### src/design/etc_pkg.sv
// etc_pkg: constants for the event timestamp clock
// assumes a 200 MHz controller clock
package etc_pkg;
    localparam int unsigned CLK_HZ      = 200000000;
    localparam int unsigned SEC_NS      = 1000000000;
    localparam int unsigned CLK_NS      = SEC_NS / CLK_HZ;
    // cycles in one second of the controller clock
    localparam int unsigned SEC_CYCLES  = SEC_NS / CLK_NS;
    localparam int unsigned TS_W        = 32;
    localparam logic [31:0] TS_RESET    = 32'h0000_0000;
    // cycles from reset release until the controller is ready to read the clock source
    localparam int unsigned INIT_CYCLES = 16;
    // longest wait for an answer from the clock source
    localparam int unsigned RD_TIMEOUT  = 4096;

    typedef enum logic [2:0] {
        ETC_INIT  = 3'b000,
        ETC_WAIT  = 3'b001,
        ETC_READ  = 3'b010,
        ETC_RUN   = 3'b011
    } etc_state_type;
endpackage : etc_pkg

### src/design/etc_sec_tick.sv
// etc_sec_tick: one-cycle pulse once per elapsed second
// assumes a free-running clock at the package rate
`timescale 1ns/1ps
module etc_sec_tick #(
    parameter int unsigned CYCLES = etc_pkg::SEC_CYCLES
) (
    input  wire logic clk,
    input  wire logic rstn,
    input  wire logic restart,
    output logic      tick
);
    localparam int unsigned CW = $clog2(CYCLES);
    localparam logic [CW-1:0] LAST = CW'(CYCLES - 1);

    logic [CW-1:0] cnt_q;

    always_ff @(posedge clk or negedge rstn) begin
        if (!rstn) begin
            cnt_q <= '0;
        end else if (restart || cnt_q == LAST) begin
            cnt_q <= '0;
        end else begin
            cnt_q <= cnt_q + CW'(1);
        end
    end

    always_ff @(posedge clk or negedge rstn) begin
        if (!rstn) begin
            tick <= 1'b0;
        end else begin
            tick <= !restart && cnt_q == LAST;
        end
    end
endmodule : etc_sec_tick

### src/design/etc_clock.sv
// etc_clock: controller timestamp counter seeded from the system clock source
// Behaviour
// - after reset load counter from source read
// - source read after the start-up delay, whatever post_done is
// - abandon pending source read on post_done drop
// - read source at once when host is off
// - post already running: still read the source; start from zero if post_done drops mid-read or the read fails or times out
// - both time read commands return the counter
// - set command loads counter, never the source
// - counter value offered to internal subsystems
//
// assumes post_done comes from a pin; the source read engine (serial bus master)
// sits outside and answers rd_req with one rd_done or rd_fail pulse on clk
`timescale 1ns/1ps
module etc_clock #(
    parameter int unsigned SEC_CYCLES  = etc_pkg::SEC_CYCLES,
    parameter int unsigned RD_TIMEOUT  = etc_pkg::RD_TIMEOUT,
    parameter int unsigned INIT_CYCLES = etc_pkg::INIT_CYCLES
) (
    input  wire logic        clk,
    input  wire logic        rstn,
    input  wire logic        post_done,
    output logic             rd_req,
    output logic             rd_abort,
    input  wire logic        rd_done,
    input  wire logic        rd_fail,
    input  wire logic [31:0] rd_time,
    input  wire logic        set_time_cmd,
    input  wire logic [31:0] set_time,
    input  wire logic        read_log_time_cmd,
    input  wire logic        read_repository_time_cmd,
    output logic             rsp_valid,
    output logic [31:0]      rsp_time,
    output logic [31:0]      stamp,
    output logic             time_valid
);
    ////////////////////////////////////////////////////////////////////////////
    localparam int unsigned IW = $clog2(INIT_CYCLES + 1);
    localparam int unsigned TW = $clog2(RD_TIMEOUT + 1);
    localparam logic [IW-1:0] INIT_LAST = IW'(INIT_CYCLES);
    localparam logic [TW-1:0] TO_LAST   = TW'(RD_TIMEOUT);

    logic                  post_s1_q;
    logic                  post_s2_q;
    logic                  post_seen_q;
    logic [IW-1:0]         init_cnt_q;
    logic [TW-1:0]         to_cnt_q;
    etc_pkg::etc_state_type state_q;
    logic [31:0]           cnt_q;
    logic                  tick;
    logic                  load_zero;
    logic                  load_src;
    logic                  drop_read;

    ////////////////////////////////////////////////////////////////////////////
    // post_done synchroniser
    always_ff @(posedge clk or negedge rstn) begin
        if (!rstn) begin
            post_s1_q <= 1'b0;
            post_s2_q <= 1'b0;
        end else begin
            post_s1_q <= post_done;
            post_s2_q <= post_s1_q;
        end
    end

    // post_seen_q: host is past reset (post running or done) since last check
    always_ff @(posedge clk or negedge rstn) begin
        if (!rstn) begin
            post_seen_q <= 1'b0;
        end else begin
            post_seen_q <= post_s2_q;
        end
    end

    ////////////////////////////////////////////////////////////////////////////
    // start-up delay until the controller is ready to read
    always_ff @(posedge clk or negedge rstn) begin
        if (!rstn) begin
            init_cnt_q <= '0;
        end else if (state_q == etc_pkg::ETC_INIT && init_cnt_q != INIT_LAST) begin
            init_cnt_q <= init_cnt_q + IW'(1);
        end
    end

    always_ff @(posedge clk or negedge rstn) begin
        if (!rstn) begin
            to_cnt_q <= '0;
        end else if (state_q == etc_pkg::ETC_READ) begin
            to_cnt_q <= to_cnt_q + TW'(1);
        end else begin
            to_cnt_q <= '0;
        end
    end

    // a post_done fall during a read means the host was reset: give up the bus
    assign drop_read = state_q == etc_pkg::ETC_READ && post_seen_q && !post_s2_q;
    assign load_src  = state_q == etc_pkg::ETC_READ && rd_done && !drop_read;
    // failed, timed-out or abandoned read: count up from zero; an answer that
    // lands in the timeout cycle still wins
    assign load_zero = drop_read
                    || (state_q == etc_pkg::ETC_READ && !drop_read && !rd_done
                        && (rd_fail || to_cnt_q == TO_LAST));

    ////////////////////////////////////////////////////////////////////////////
    always_ff @(posedge clk or negedge rstn) begin
        if (!rstn) begin
            state_q <= etc_pkg::ETC_INIT;
        end else begin
            unique case (state_q)
                etc_pkg::ETC_INIT: begin
                    if (init_cnt_q == INIT_LAST) begin
                        // post_done low here is taken as host off
                        state_q <= etc_pkg::ETC_READ;
                    end
                end
                etc_pkg::ETC_WAIT: begin
                    if (post_s2_q) begin
                        state_q <= etc_pkg::ETC_READ;
                    end
                end
                etc_pkg::ETC_READ: begin
                    if (drop_read || rd_done || rd_fail || to_cnt_q == TO_LAST) begin
                        state_q <= etc_pkg::ETC_RUN;
                    end
                end
                etc_pkg::ETC_RUN: begin
                    state_q <= etc_pkg::ETC_RUN;
                end
                default: begin
                    state_q <= etc_pkg::ETC_INIT;
                end
            endcase
        end
    end

    always_ff @(posedge clk or negedge rstn) begin
        if (!rstn) begin
            rd_req <= 1'b0;
        end else begin
            // held for the whole read; dropped at once on abandon
            rd_req <= state_q == etc_pkg::ETC_READ && !drop_read && !rd_done
                      && !rd_fail && to_cnt_q != TO_LAST;
        end
    end

    always_ff @(posedge clk or negedge rstn) begin
        if (!rstn) begin
            rd_abort <= 1'b0;
        end else begin
            rd_abort <= drop_read;
        end
    end

    ////////////////////////////////////////////////////////////////////////////
    etc_sec_tick #(
        .CYCLES  (SEC_CYCLES)
    ) u_tick (
        .clk     (clk),
        .rstn    (rstn),
        .restart (load_src || load_zero || set_time_cmd),
        .tick    (tick)
    );

    // set command beats loads from the source; the source is never written
    always_ff @(posedge clk or negedge rstn) begin
        if (!rstn) begin
            cnt_q <= etc_pkg::TS_RESET;
        end else if (set_time_cmd) begin
            cnt_q <= set_time;
        end else if (load_src) begin
            cnt_q <= rd_time;
        end else if (load_zero) begin
            cnt_q <= etc_pkg::TS_RESET;
        end else if (tick) begin
            cnt_q <= cnt_q + 32'h0000_0001;
        end
    end

    always_ff @(posedge clk or negedge rstn) begin
        if (!rstn) begin
            time_valid <= 1'b0;
        end else if (set_time_cmd || load_src) begin
            time_valid <= 1'b1;
        end
    end

    always_ff @(posedge clk or negedge rstn) begin
        if (!rstn) begin
            stamp <= etc_pkg::TS_RESET;
        end else begin
            stamp <= cnt_q;
        end
    end

    always_ff @(posedge clk or negedge rstn) begin
        if (!rstn) begin
            rsp_valid <= 1'b0;
            rsp_time  <= etc_pkg::TS_RESET;
        end else begin
            rsp_valid <= read_log_time_cmd || read_repository_time_cmd;
            rsp_time  <= cnt_q;
        end
    end

    ////////////////////////////////////////////////////////////////////////////
    a_read_gated: assert property (@(posedge clk) disable iff (!rstn)
        $rose(rd_req) |-> state_q == etc_pkg::ETC_READ)
        else $error("source read started outside read state");

    a_abort_drop: assert property (@(posedge clk) disable iff (!rstn)
        drop_read |=> rd_abort && !rd_req && state_q == etc_pkg::ETC_RUN)
        else $error("pending read not abandoned");

    a_src_load: assert property (@(posedge clk) disable iff (!rstn)
        load_src && !set_time_cmd |=> cnt_q == $past(rd_time))
        else $error("counter not loaded from source");

    a_zero_load: assert property (@(posedge clk) disable iff (!rstn)
        load_zero && !set_time_cmd |=> cnt_q == 32'h0000_0000)
        else $error("counter not cleared");

    a_set_load: assert property (@(posedge clk) disable iff (!rstn)
        set_time_cmd |=> cnt_q == $past(set_time))
        else $error("set time not applied");

    a_set_no_src: assert property (@(posedge clk) disable iff (!rstn)
        set_time_cmd && state_q == etc_pkg::ETC_RUN |=> !rd_req)
        else $error("set time reached the source");

    a_rsp_value: assert property (@(posedge clk) disable iff (!rstn)
        (read_log_time_cmd || read_repository_time_cmd) |=>
            rsp_valid && rsp_time == $past(cnt_q))
        else $error("time read answer wrong");

    a_stamp_follow: assert property (@(posedge clk) disable iff (!rstn)
        1'b1 |=> stamp == $past(cnt_q))
        else $error("stamp lags counter");

    a_tick_step: assert property (@(posedge clk) disable iff (!rstn)
        tick && !set_time_cmd && !load_src && !load_zero |=>
            cnt_q == $past(cnt_q) + 32'h0000_0001)
        else $error("second tick not counted");

    a_no_drift: assert property (@(posedge clk) disable iff (!rstn)
        !tick && !set_time_cmd && !load_src && !load_zero |=> $stable(cnt_q))
        else $error("counter moved without cause");
endmodule : etc_clock

### config.mk
export PLATFORM = sky130hd
export DESIGN_NAME = etc_clock
export DESIGN_NICKNAME = d
export VERILOG_FILES = /design/src/design/etc_pkg.sv /design/src/design/etc_sec_tick.sv /design/src/design/etc_clock.sv
export SDC_FILE = /design/constraint.sdc
export NUM_CORES = 1
export LEC_CHECK = 0
export ABC_AREA = 1
export BUFFER_PORTS_ARGS = -buffer_cell sky130_fd_sc_hd__clkbuf_2
export CORE_MARGIN = 2
export CORE_UTILIZATION = 35
export CTS_BUF_LIST = sky130_fd_sc_hd__clkbuf_4 sky130_fd_sc_hd__clkbuf_8
export DETAILED_ROUTE_END_ITERATION = 6
export GPL_ROUTABILITY_DRIVEN = 0
export HOLD_SLACK_MARGIN = 0.1
export PLACE_DENSITY = 0.64
export SKIP_LAST_GASP = 1
export SYNTH_ARGS = -nofsm -noshare
export SYNTH_HDL_FRONTEND = slang
export SYNTH_SLANG_ARGS = --single-unit
### constraint.sdc
create_clock -name clk -period 3.2 [get_ports clk]
set_input_delay 0.8 -clock clk [delete_from_list [all_inputs] [get_ports clk]]
set_output_delay 0.8 -clock clk [all_outputs]
set_load 0.02 [all_outputs]
==> results of run 1 <==
cells in the final DEF (no fill, tap or decap), types with 18 or more instances in the layout:
master	instances
clkbuf_8	19
inv_1	108
o21ai_0	23
or2_2	23
nor2_1	103
clkbuf_2	138
a21oi_1	44
xor2_1	21
nand2_1	227
nand4_1	18
dfrtp_1	120
nand3_1	73
cells by family after synthesis:
family                   after synthesis  share of synthesized area (%)
AO/OA/AOI/OAI                         93                           7.15
buffers and inverters                168                           11.6
AND/OR/NAND/NOR                      509                           33.4
adder cells (fa/ha/maj)                6                           1.07
flip-flops                           120                           42.9
XOR/XNOR                              31                           3.88
Yosys cell counts, drive strengths merged:
library cell and count:
o211ai 1, buf 48, clkbuf 9, ha 6, nor2 123, a31oi 2, or2 24, o21bai 3
o21a 1, nand4 18, nand2 237, or3 1, a21oi 44, xnor2 10, o21ai 34, nor4 4
nand3b 6, and2 1, nor3 20, inv 111, xor2 21, nor3b 1, dfrtp 120, a21boi 8
nand3 74
per-layer routing:
layer | wire, µm | GRT usage, %
met1 | 8330 | 23.4
met2 | 8620 | 29.1
met3 | 714 | 3.07
met4 | 296 | 5.74
met5 | 0 | 0
where the power goes:
group	internal, W	switching [W]	leakage [nW]	total [W]
Combinational	0.000231	0.000421	2.32	0.000652
Clock	0.000976	0.000626	0.232	0.00160
Sequential	0.00164	0.000144	1.52	0.00178
worst reg2reg max path, cell delays in order, from the launching register on:
cell	delay (ns)
dfrtp_1	0.41
inv_1	0.07
ha_1	0.15
nand2_1	0.05
nor2_1	0.08
nand3_1	0.13
nand2_2	0.12
nand2_4	0.12
buf_4	0.26
nand3_2	0.08
buf_4	0.35
o21ai_0	0.17
inv_1	0.08
nand2_1	0.04
nand2_1	0.05
flip-flops by register name, summed over array words and instances (netlist names):
register	count
cnt_q	32
init_cnt_q	5
post_s1_q	1
post_s2_q	1
post_seen_q	1
rd_abort	1
rd_req	1
rsp_time	32
rsp_valid	1
state_q	2
time_valid	1
to_cnt_q	13
u_tick.cnt_q	28
u_tick.tick	1
layout make-up:
class,count,area share (%)
tap,265,4.06
clock inverter,12,2.42
inverter,111,5.13
sequential,120,36.8
clock buffer,20,3.29
timing repair buffer,146,9.34
multi-input combinational,639,39.0
worst paths after layout:
path / start / endpoint / slack [ns] / cells after the start
max in group asynchronous: rstn / u_tick.cnt_q[3]$_DFF_PN0_ / 1.97 / 2
max: to_cnt_q[0]$_DFF_PN0_ / cnt_q[15]$_DFFE_PN0P_ / 1.00 / 14
min reg2reg: post_s1_q$_DFF_PN0_ / post_s2_q$_DFF_PN0_ / 0.35 / 0
min in group asynchronous: rstn / to_cnt_q[6]$_DFF_PN0_ / 0.42 / 1
max reg2reg: to_cnt_q[0]$_DFF_PN0_ / cnt_q[15]$_DFFE_PN0P_ / 1.00 / 14
min: post_s1_q$_DFF_PN0_ / post_s2_q$_DFF_PN0_ / 0.35 / 0
through the flow:
step                      utilization (%)  power [W]
after floorplan                         -    0.00226
after global placement               39.4    0.00246
after detailed placement             39.4    0.00246
after CTS                            41.8    0.00408
after global routing                 41.8    0.00424
final                                41.8    0.00403
==> key figures, run 1 <==
Run status
  – Status: completed

Placement
  – I/O Buffers: 139
  – Placed instance area: roughly 7700 µm²
  – Hpwl dp: 13.2 mm
  – Cells after DPL: 1,281
  – DP Worst Slack: about 0.78 ns

Timing
  – Hold Fails Final Rpt: 0
  – Fin Clk Skew: 0.0175 ns
  – Slew Viols, Final: 0
  – Hold_ws: 0.350 ns
  – Fmax: roughly 0.45 GHz
  – Rel. slew slack: 46.5%
  – Sum Neg Setup Slack: 0 ns
  – Final period util: slightly below 70%
  – Post-route setup slack: about 1.0 ns
  – Setup Viol. Count Final: 0
  – Worst Max-Slew Pin Slew: about 0.8 ns
  – Min Tclk post-route: roughly 2.2 ns
  – Unrepaired setup endpoints after global routing: no

Floorplanning
  – Die area: ~21,000 µm²
  – # IOs: between 100 and 150
  – Die height: roughly 150 µm
  – Starting Density: 35.8%
  – Die extent in x: between 100 and 150 µm
  – Rows: a little over 50
  – Core area: 19,500 µm²

Cells and area
  – FF+latch area: approximately 3000 µm²
  – Finished Layout Cells: 1,313
  – Final net count: 1,113
  – Area grow syn2layout: 16.7%
  – # diodes: 0
  – Final design area excluding fillers: 8170 µm²
  – Multi-input logic area: approximately 3200 µm²
  – Layout cells sized above 1: 23.0%
  – # fillers: 2,055

Critical path
  – Delay-heaviest family, CP: buffers and inverters
  – Worst path cell trace: inv_1 -> ha_1 -> nand2_1 -> nor2_1 -> nand3_1 -> nand2_2 -> nand2_4 -> buf_4 -> nand3_2 -> buf_4 -> o21ai_0 -> inv_1 -> nand2_1 -> nand2_1
  – Slowest stage delay, CP: approximately 0.41 ns
  – Worst EP arrival: 2.58 ns
  – Crit Path Class: reg2reg
  – Most used cell, CP: nand2_1
  – CP startpoint kind: flip-flop
  – Peak fanout along the critical path: 32
  – Worst EP required: 3.58 ns
  – WP buf/inv: 4
  – Slowest stage cell, crit path: dfrtp_1
  – Crit end category: flip-flop

Clock network
  – Depth of the CTS H-tree: 4
  – Clk Latency, worst-skew pair: ~0.44 ns
  – Clock-pin slew on the worst setup and hold paths: ~0.080 ns
  – Clk sinks: 120
  – Post-CTS sizing: 0
  – Root buf cell: clkbuf_8
  – CTS tree: done
  – Post-CTS setup buffers: 0
  – CTS max path bufs: 2
  – Cts hold-fix bufs: 0
  – Num CTS Buffers: 17

Global routing
  – Pin count of the biggest net entering global routing: 61
  – Vias in the first global route: between 6,000 and 7,000
  – Initial antenna violation count: 0
  – Gr ovfl total: 0
  – GRT Total Usage: 17.6%
  – First-pass GRT wire length: ~30 mm

Synth
  – Cell Area, Synth: 7000 µm²
  – Syn Inst Count: approximately 930
  – Top cells by area, synth: dfrtp_1 43%, nand2_1 12%, inv_1 5.8%
  – Synth Area per Inst: between 7 and 8 µm²
  – Post-synthesis sequential area ratio: 42.9%
  – Synth Register Bits: 120
  – Post-synthesis net count: 1,005
  – Netlist cell types: 40
  – Top-area cell type share of the netlist area: 42.9%
  – Synthesis Warnings: 0
  – Area leader, netlist: dfrtp_1

Detailed routing
  – DR DRC count: 0
  – Vias per cell: 4.71
  – First-pass DRT Iterations: 5
  – DR WL/cell: 13.7 µm
  – Iter 0 DRT Violations: 400
  – DR vias: ~6,200
  – Routed Wire Length: 18.0 mm
  – Routed Antenna Nets: 0

Power and ir drop
  – Leak: 4.07 nW
  – Peak supply drop: 0.217 mV
  – Cell Pwr Density: 494 nW/µm²

Min path
  – Hold crit path type: reg2reg

Job
  – Max-cap viol count: 0
Power figures use the tool's default switching activity.
==> run 2: changes to the inputs <==
Settings changed: PLACE_DENSITY 0.64 to 0.66.
Clock period 3.2 ns to 2 ns, I/O delays scaled along.
==> key figures, run 2 (synthesized netlist as in run 1, its figures left out) <==
Timing
  – Fmax: 0.542 GHz (+19%)
  – Final period util: 92.3% (+24 points)
  – Worst Max-Slew Pin Slew: 0.580 ns (-0.221 ns)
  – Hold Fails Final Rpt: 0 (unchanged)
  – Rel. slew slack: 61.3% (+15 points)
  – Slew Viols, Final: 0 (unchanged)
  – Fin Clk Skew: 0.0135 ns (-0.00397 ns)
  – Sum Neg Setup Slack: 0 ns (unchanged)
  – Setup Viol. Count Final: 0 (unchanged)
  – Min Tclk post-route: 1.85 ns (-0.352 ns)
  – Post-route setup slack: 0.154 ns (-0.848 ns)

Detailed routing
  – Met3 WL: 742 µm (+3.9%)
  – Routed Wire Length: 18.2 mm (+1.2%)
  – Iter 0 DRT Violations: 474 (+19%)
  – Met1 WL: 8.28 mm (-0.67%)
  – WL met2: 8.71 mm (+1.1%)
  – DR WL/cell: 13.8 µm (+0.63%)
  – DR vias: 6,234 (+0.74%)
  – Top Metal Used: met4
  – Routed Antenna Nets: 0 (unchanged)
  – DR DRC count: 0 (unchanged)
  – First-pass DRT Iterations: 5 (unchanged)
  – Vias per cell: 4.72 (+0.13%)

Critical path
  – Worst path cell trace: ha_1 -> nand2_1 -> nor2_1 -> nand4_1 -> nor2_2 -> nand4_1 -> nand2_1 -> nand2_1 -> nand2_1 -> nand2_1
  – Worst r2r src: cnt_q[0]$_DFFE_PN0P_
  – Peak fanout along the critical path: 6 (-81%)
  – Delay-heaviest family, CP: simple AND/OR/NAND/NOR gates
  – Crit. Startpoint: cnt_q[0]$_DFFE_PN0P_
  – Slowest stage cell, crit path: dfrtp_1
  – Most used cell, CP: nand2_1
  – Crit Path Class: reg2reg
  – Slowest stage delay, CP: 0.40 ns (about the same)
  – CP startpoint kind: flip-flop
  – Worst EP required: 2.34 ns (-1.24 ns)
  – Crit end category: flip-flop
  – WP buf/inv: 0 (-4)
  – Worst EP arrival: 2.18 ns (-0.40 ns)

Power and ir drop
  – Leak: 4.11 nW (+0.90%)
  – Cell Pwr Density: 758 nW/µm² (+54%)
  – Design Power: 0.00624 W (+55%)
  – Peak supply drop: 0.438 mV (+100%)

Placement
  – DP Worst Slack: 0.144 ns (-0.638 ns)
  – Placed instance area: 7800 µm² (+1.3%)
  – I/O Buffers: 139 (unchanged)
  – Hpwl dp: 13.6 mm (+3.3%)

Global routing
  – GRT Total Usage: 17.4% (-0.17 points)
  – Vias in the first global route: 5,863 (-4.7%)
  – Initial antenna violation count: 0 (unchanged)
  – Pin count of the biggest net entering global routing: 42 (-31%)
  – Gr ovfl total: 0 (unchanged)
  – First-pass GRT wire length: 29.6 mm (-2.5%)

Cells and area
  – Final design area excluding fillers: 8240 µm² (+0.83%)
  – Area grow syn2layout: 17.7%
  – # diodes: 0 (unchanged)
  – Most frequent cells in the layout: 227 x nand2_1, 138 x clkbuf_2, 120 x dfrtp_1
  – Layout cells sized above 1: 23.6% (+0.58 points)
  – Largest regs: cnt_q x32, rsp_time x32, u_tick.cnt_q x28
  – Most common cell after layout, fill and taps aside: nand2_1
  – Multi-input logic area: 3190 µm² (about the same)
  – Final net count: 1,121 (+0.72%)
  – FF+latch area: 3000 µm² (unchanged)
  – # fillers: 2,036 (-0.92%)

Floorplanning
  – # IOs: 140 (unchanged)
  – Starting Density: 35.8% (unchanged)
  – Die extent in x: 145 µm (unchanged)
  – Core area: 19,500 µm² (unchanged)
  – Die area: 21,100 µm² (unchanged)
  – Die height: 145 µm (unchanged)
  – Rows: 51 (unchanged)

Clock network
  – Depth of the CTS H-tree: 4 (unchanged)
  – Num CTS Buffers: 17 (unchanged)
  – Clk sinks: 120 (unchanged)
  – Clock-pin slew on the worst setup and hold paths: 0.07 ns (about the same)
  – CTS max path bufs: 2 (unchanged)
  – Clk Latency, worst-skew pair: 0.45 ns (about the same)
  – CTS tree: done
  – Root buf cell: clkbuf_8
  – Post-CTS setup buffers: 0 (unchanged)

Run status
  – Status: completed

Job
  – Max-cap viol count: 0 (unchanged)

Min path
  – Hold Crit Start: post_done
  – Hold crit path type: in2reg
-- run 2: cell count changes in the layout (fill, tap and decap cells not counted) --
cell / change
buf_12: +4
buf_4: +3
bufinv_16: -2
clkbuf_4: +4
clkinv_4: -2
dlygate4sd3_1: +1
nor2_1: -1
nor2_2: +1
-- run 2: report_power, final --
| part | leakage, nW | switching (W) | total (W) | internal, W |
|---|---|---|---|---|
| Clock | 0.214 | 0.000967 | 0.00233 | 0.00136 |
| Sequential | 1.52 | 0.000232 | 0.00285 | 0.00262 |
| Combinational | 2.37 | 0.000679 | 0.00107 | 0.000386 |
| Total | 4.11 | 0.00188 | 0.00624 | 0.00437 |
-- run 2: cell type report --
class                           instances  area share (%)
Multi-Input combinational cell        639            38.7
Sequential cell                       120            36.5
Inverter                              111            5.09
Clock inverter                          8            1.46
Clock buffer                           24            3.63
Tap cell                              265            4.03
Timing Repair Buffer                  154            10.6
-- run 2: worst paths after layout --
check	cells past startpoint	slack [ns]	end
setup / recovery	10	0.15	cnt_q[20]$_DFFE_PN0P_
min in group asynchronous	2	0.60	to_cnt_q[10]$_DFF_PN0_
hold / removal	1	0.17	post_s1_q$_DFF_PN0_
hold reg to reg	0	0.34	post_s2_q$_DFF_PN0_
max in group asynchronous	3	0.77	cnt_q[21]$_DFFE_PN0P_
setup reg to reg	10	0.15	cnt_q[20]$_DFFE_PN0P_
-- run 2: worst register-to-register path, stage by stage (launching register included) --
cell and delay (ns):
dfrtp_1 0.40, ha_1 0.21, nand2_1 0.08, nor2_1 0.19
nand4_1 0.14, nor2_2 0.29, nand4_1 0.13, nand2_1 0.13
nand2_1 0.06, nand2_1 0.06, nand2_1 0.05
-- run 2: layer usage --
| layer | GRT usage, % | vias to the layer above |
|---|---|---|
| li1 | - | 3135 |
| met1 | 22.7 | 2896 |
| met2 | 28.9 | 163 |
| met3 | 3.13 | 40 |
| met4 | 6.62 | 0 |
| met5 | 0 | - |
-- run 2: timing repair --
item / 4_1_cts / 5_1_grt
hold buffers: 1 / 0
setup endpoints to repair: 0 / 3
endpoints found under the hold margin: 38 / 0
resized for setup: 0 / 1
-- run 2: through the flow --
step / util (%) / std cells / hold WS, ns
6_report: 42.2 / 1321 / 0.170
5_1_grt: 42.2 / 1321 / 0.162
4_1_cts: 42.2 / 1321 / 0.147
3_5_place_dp: 40.0 / 1288 / 0.335
3_3_place_gp: 40.0 / 1288 / 0.333
2_1_floorplan: - / 927 / 0.204
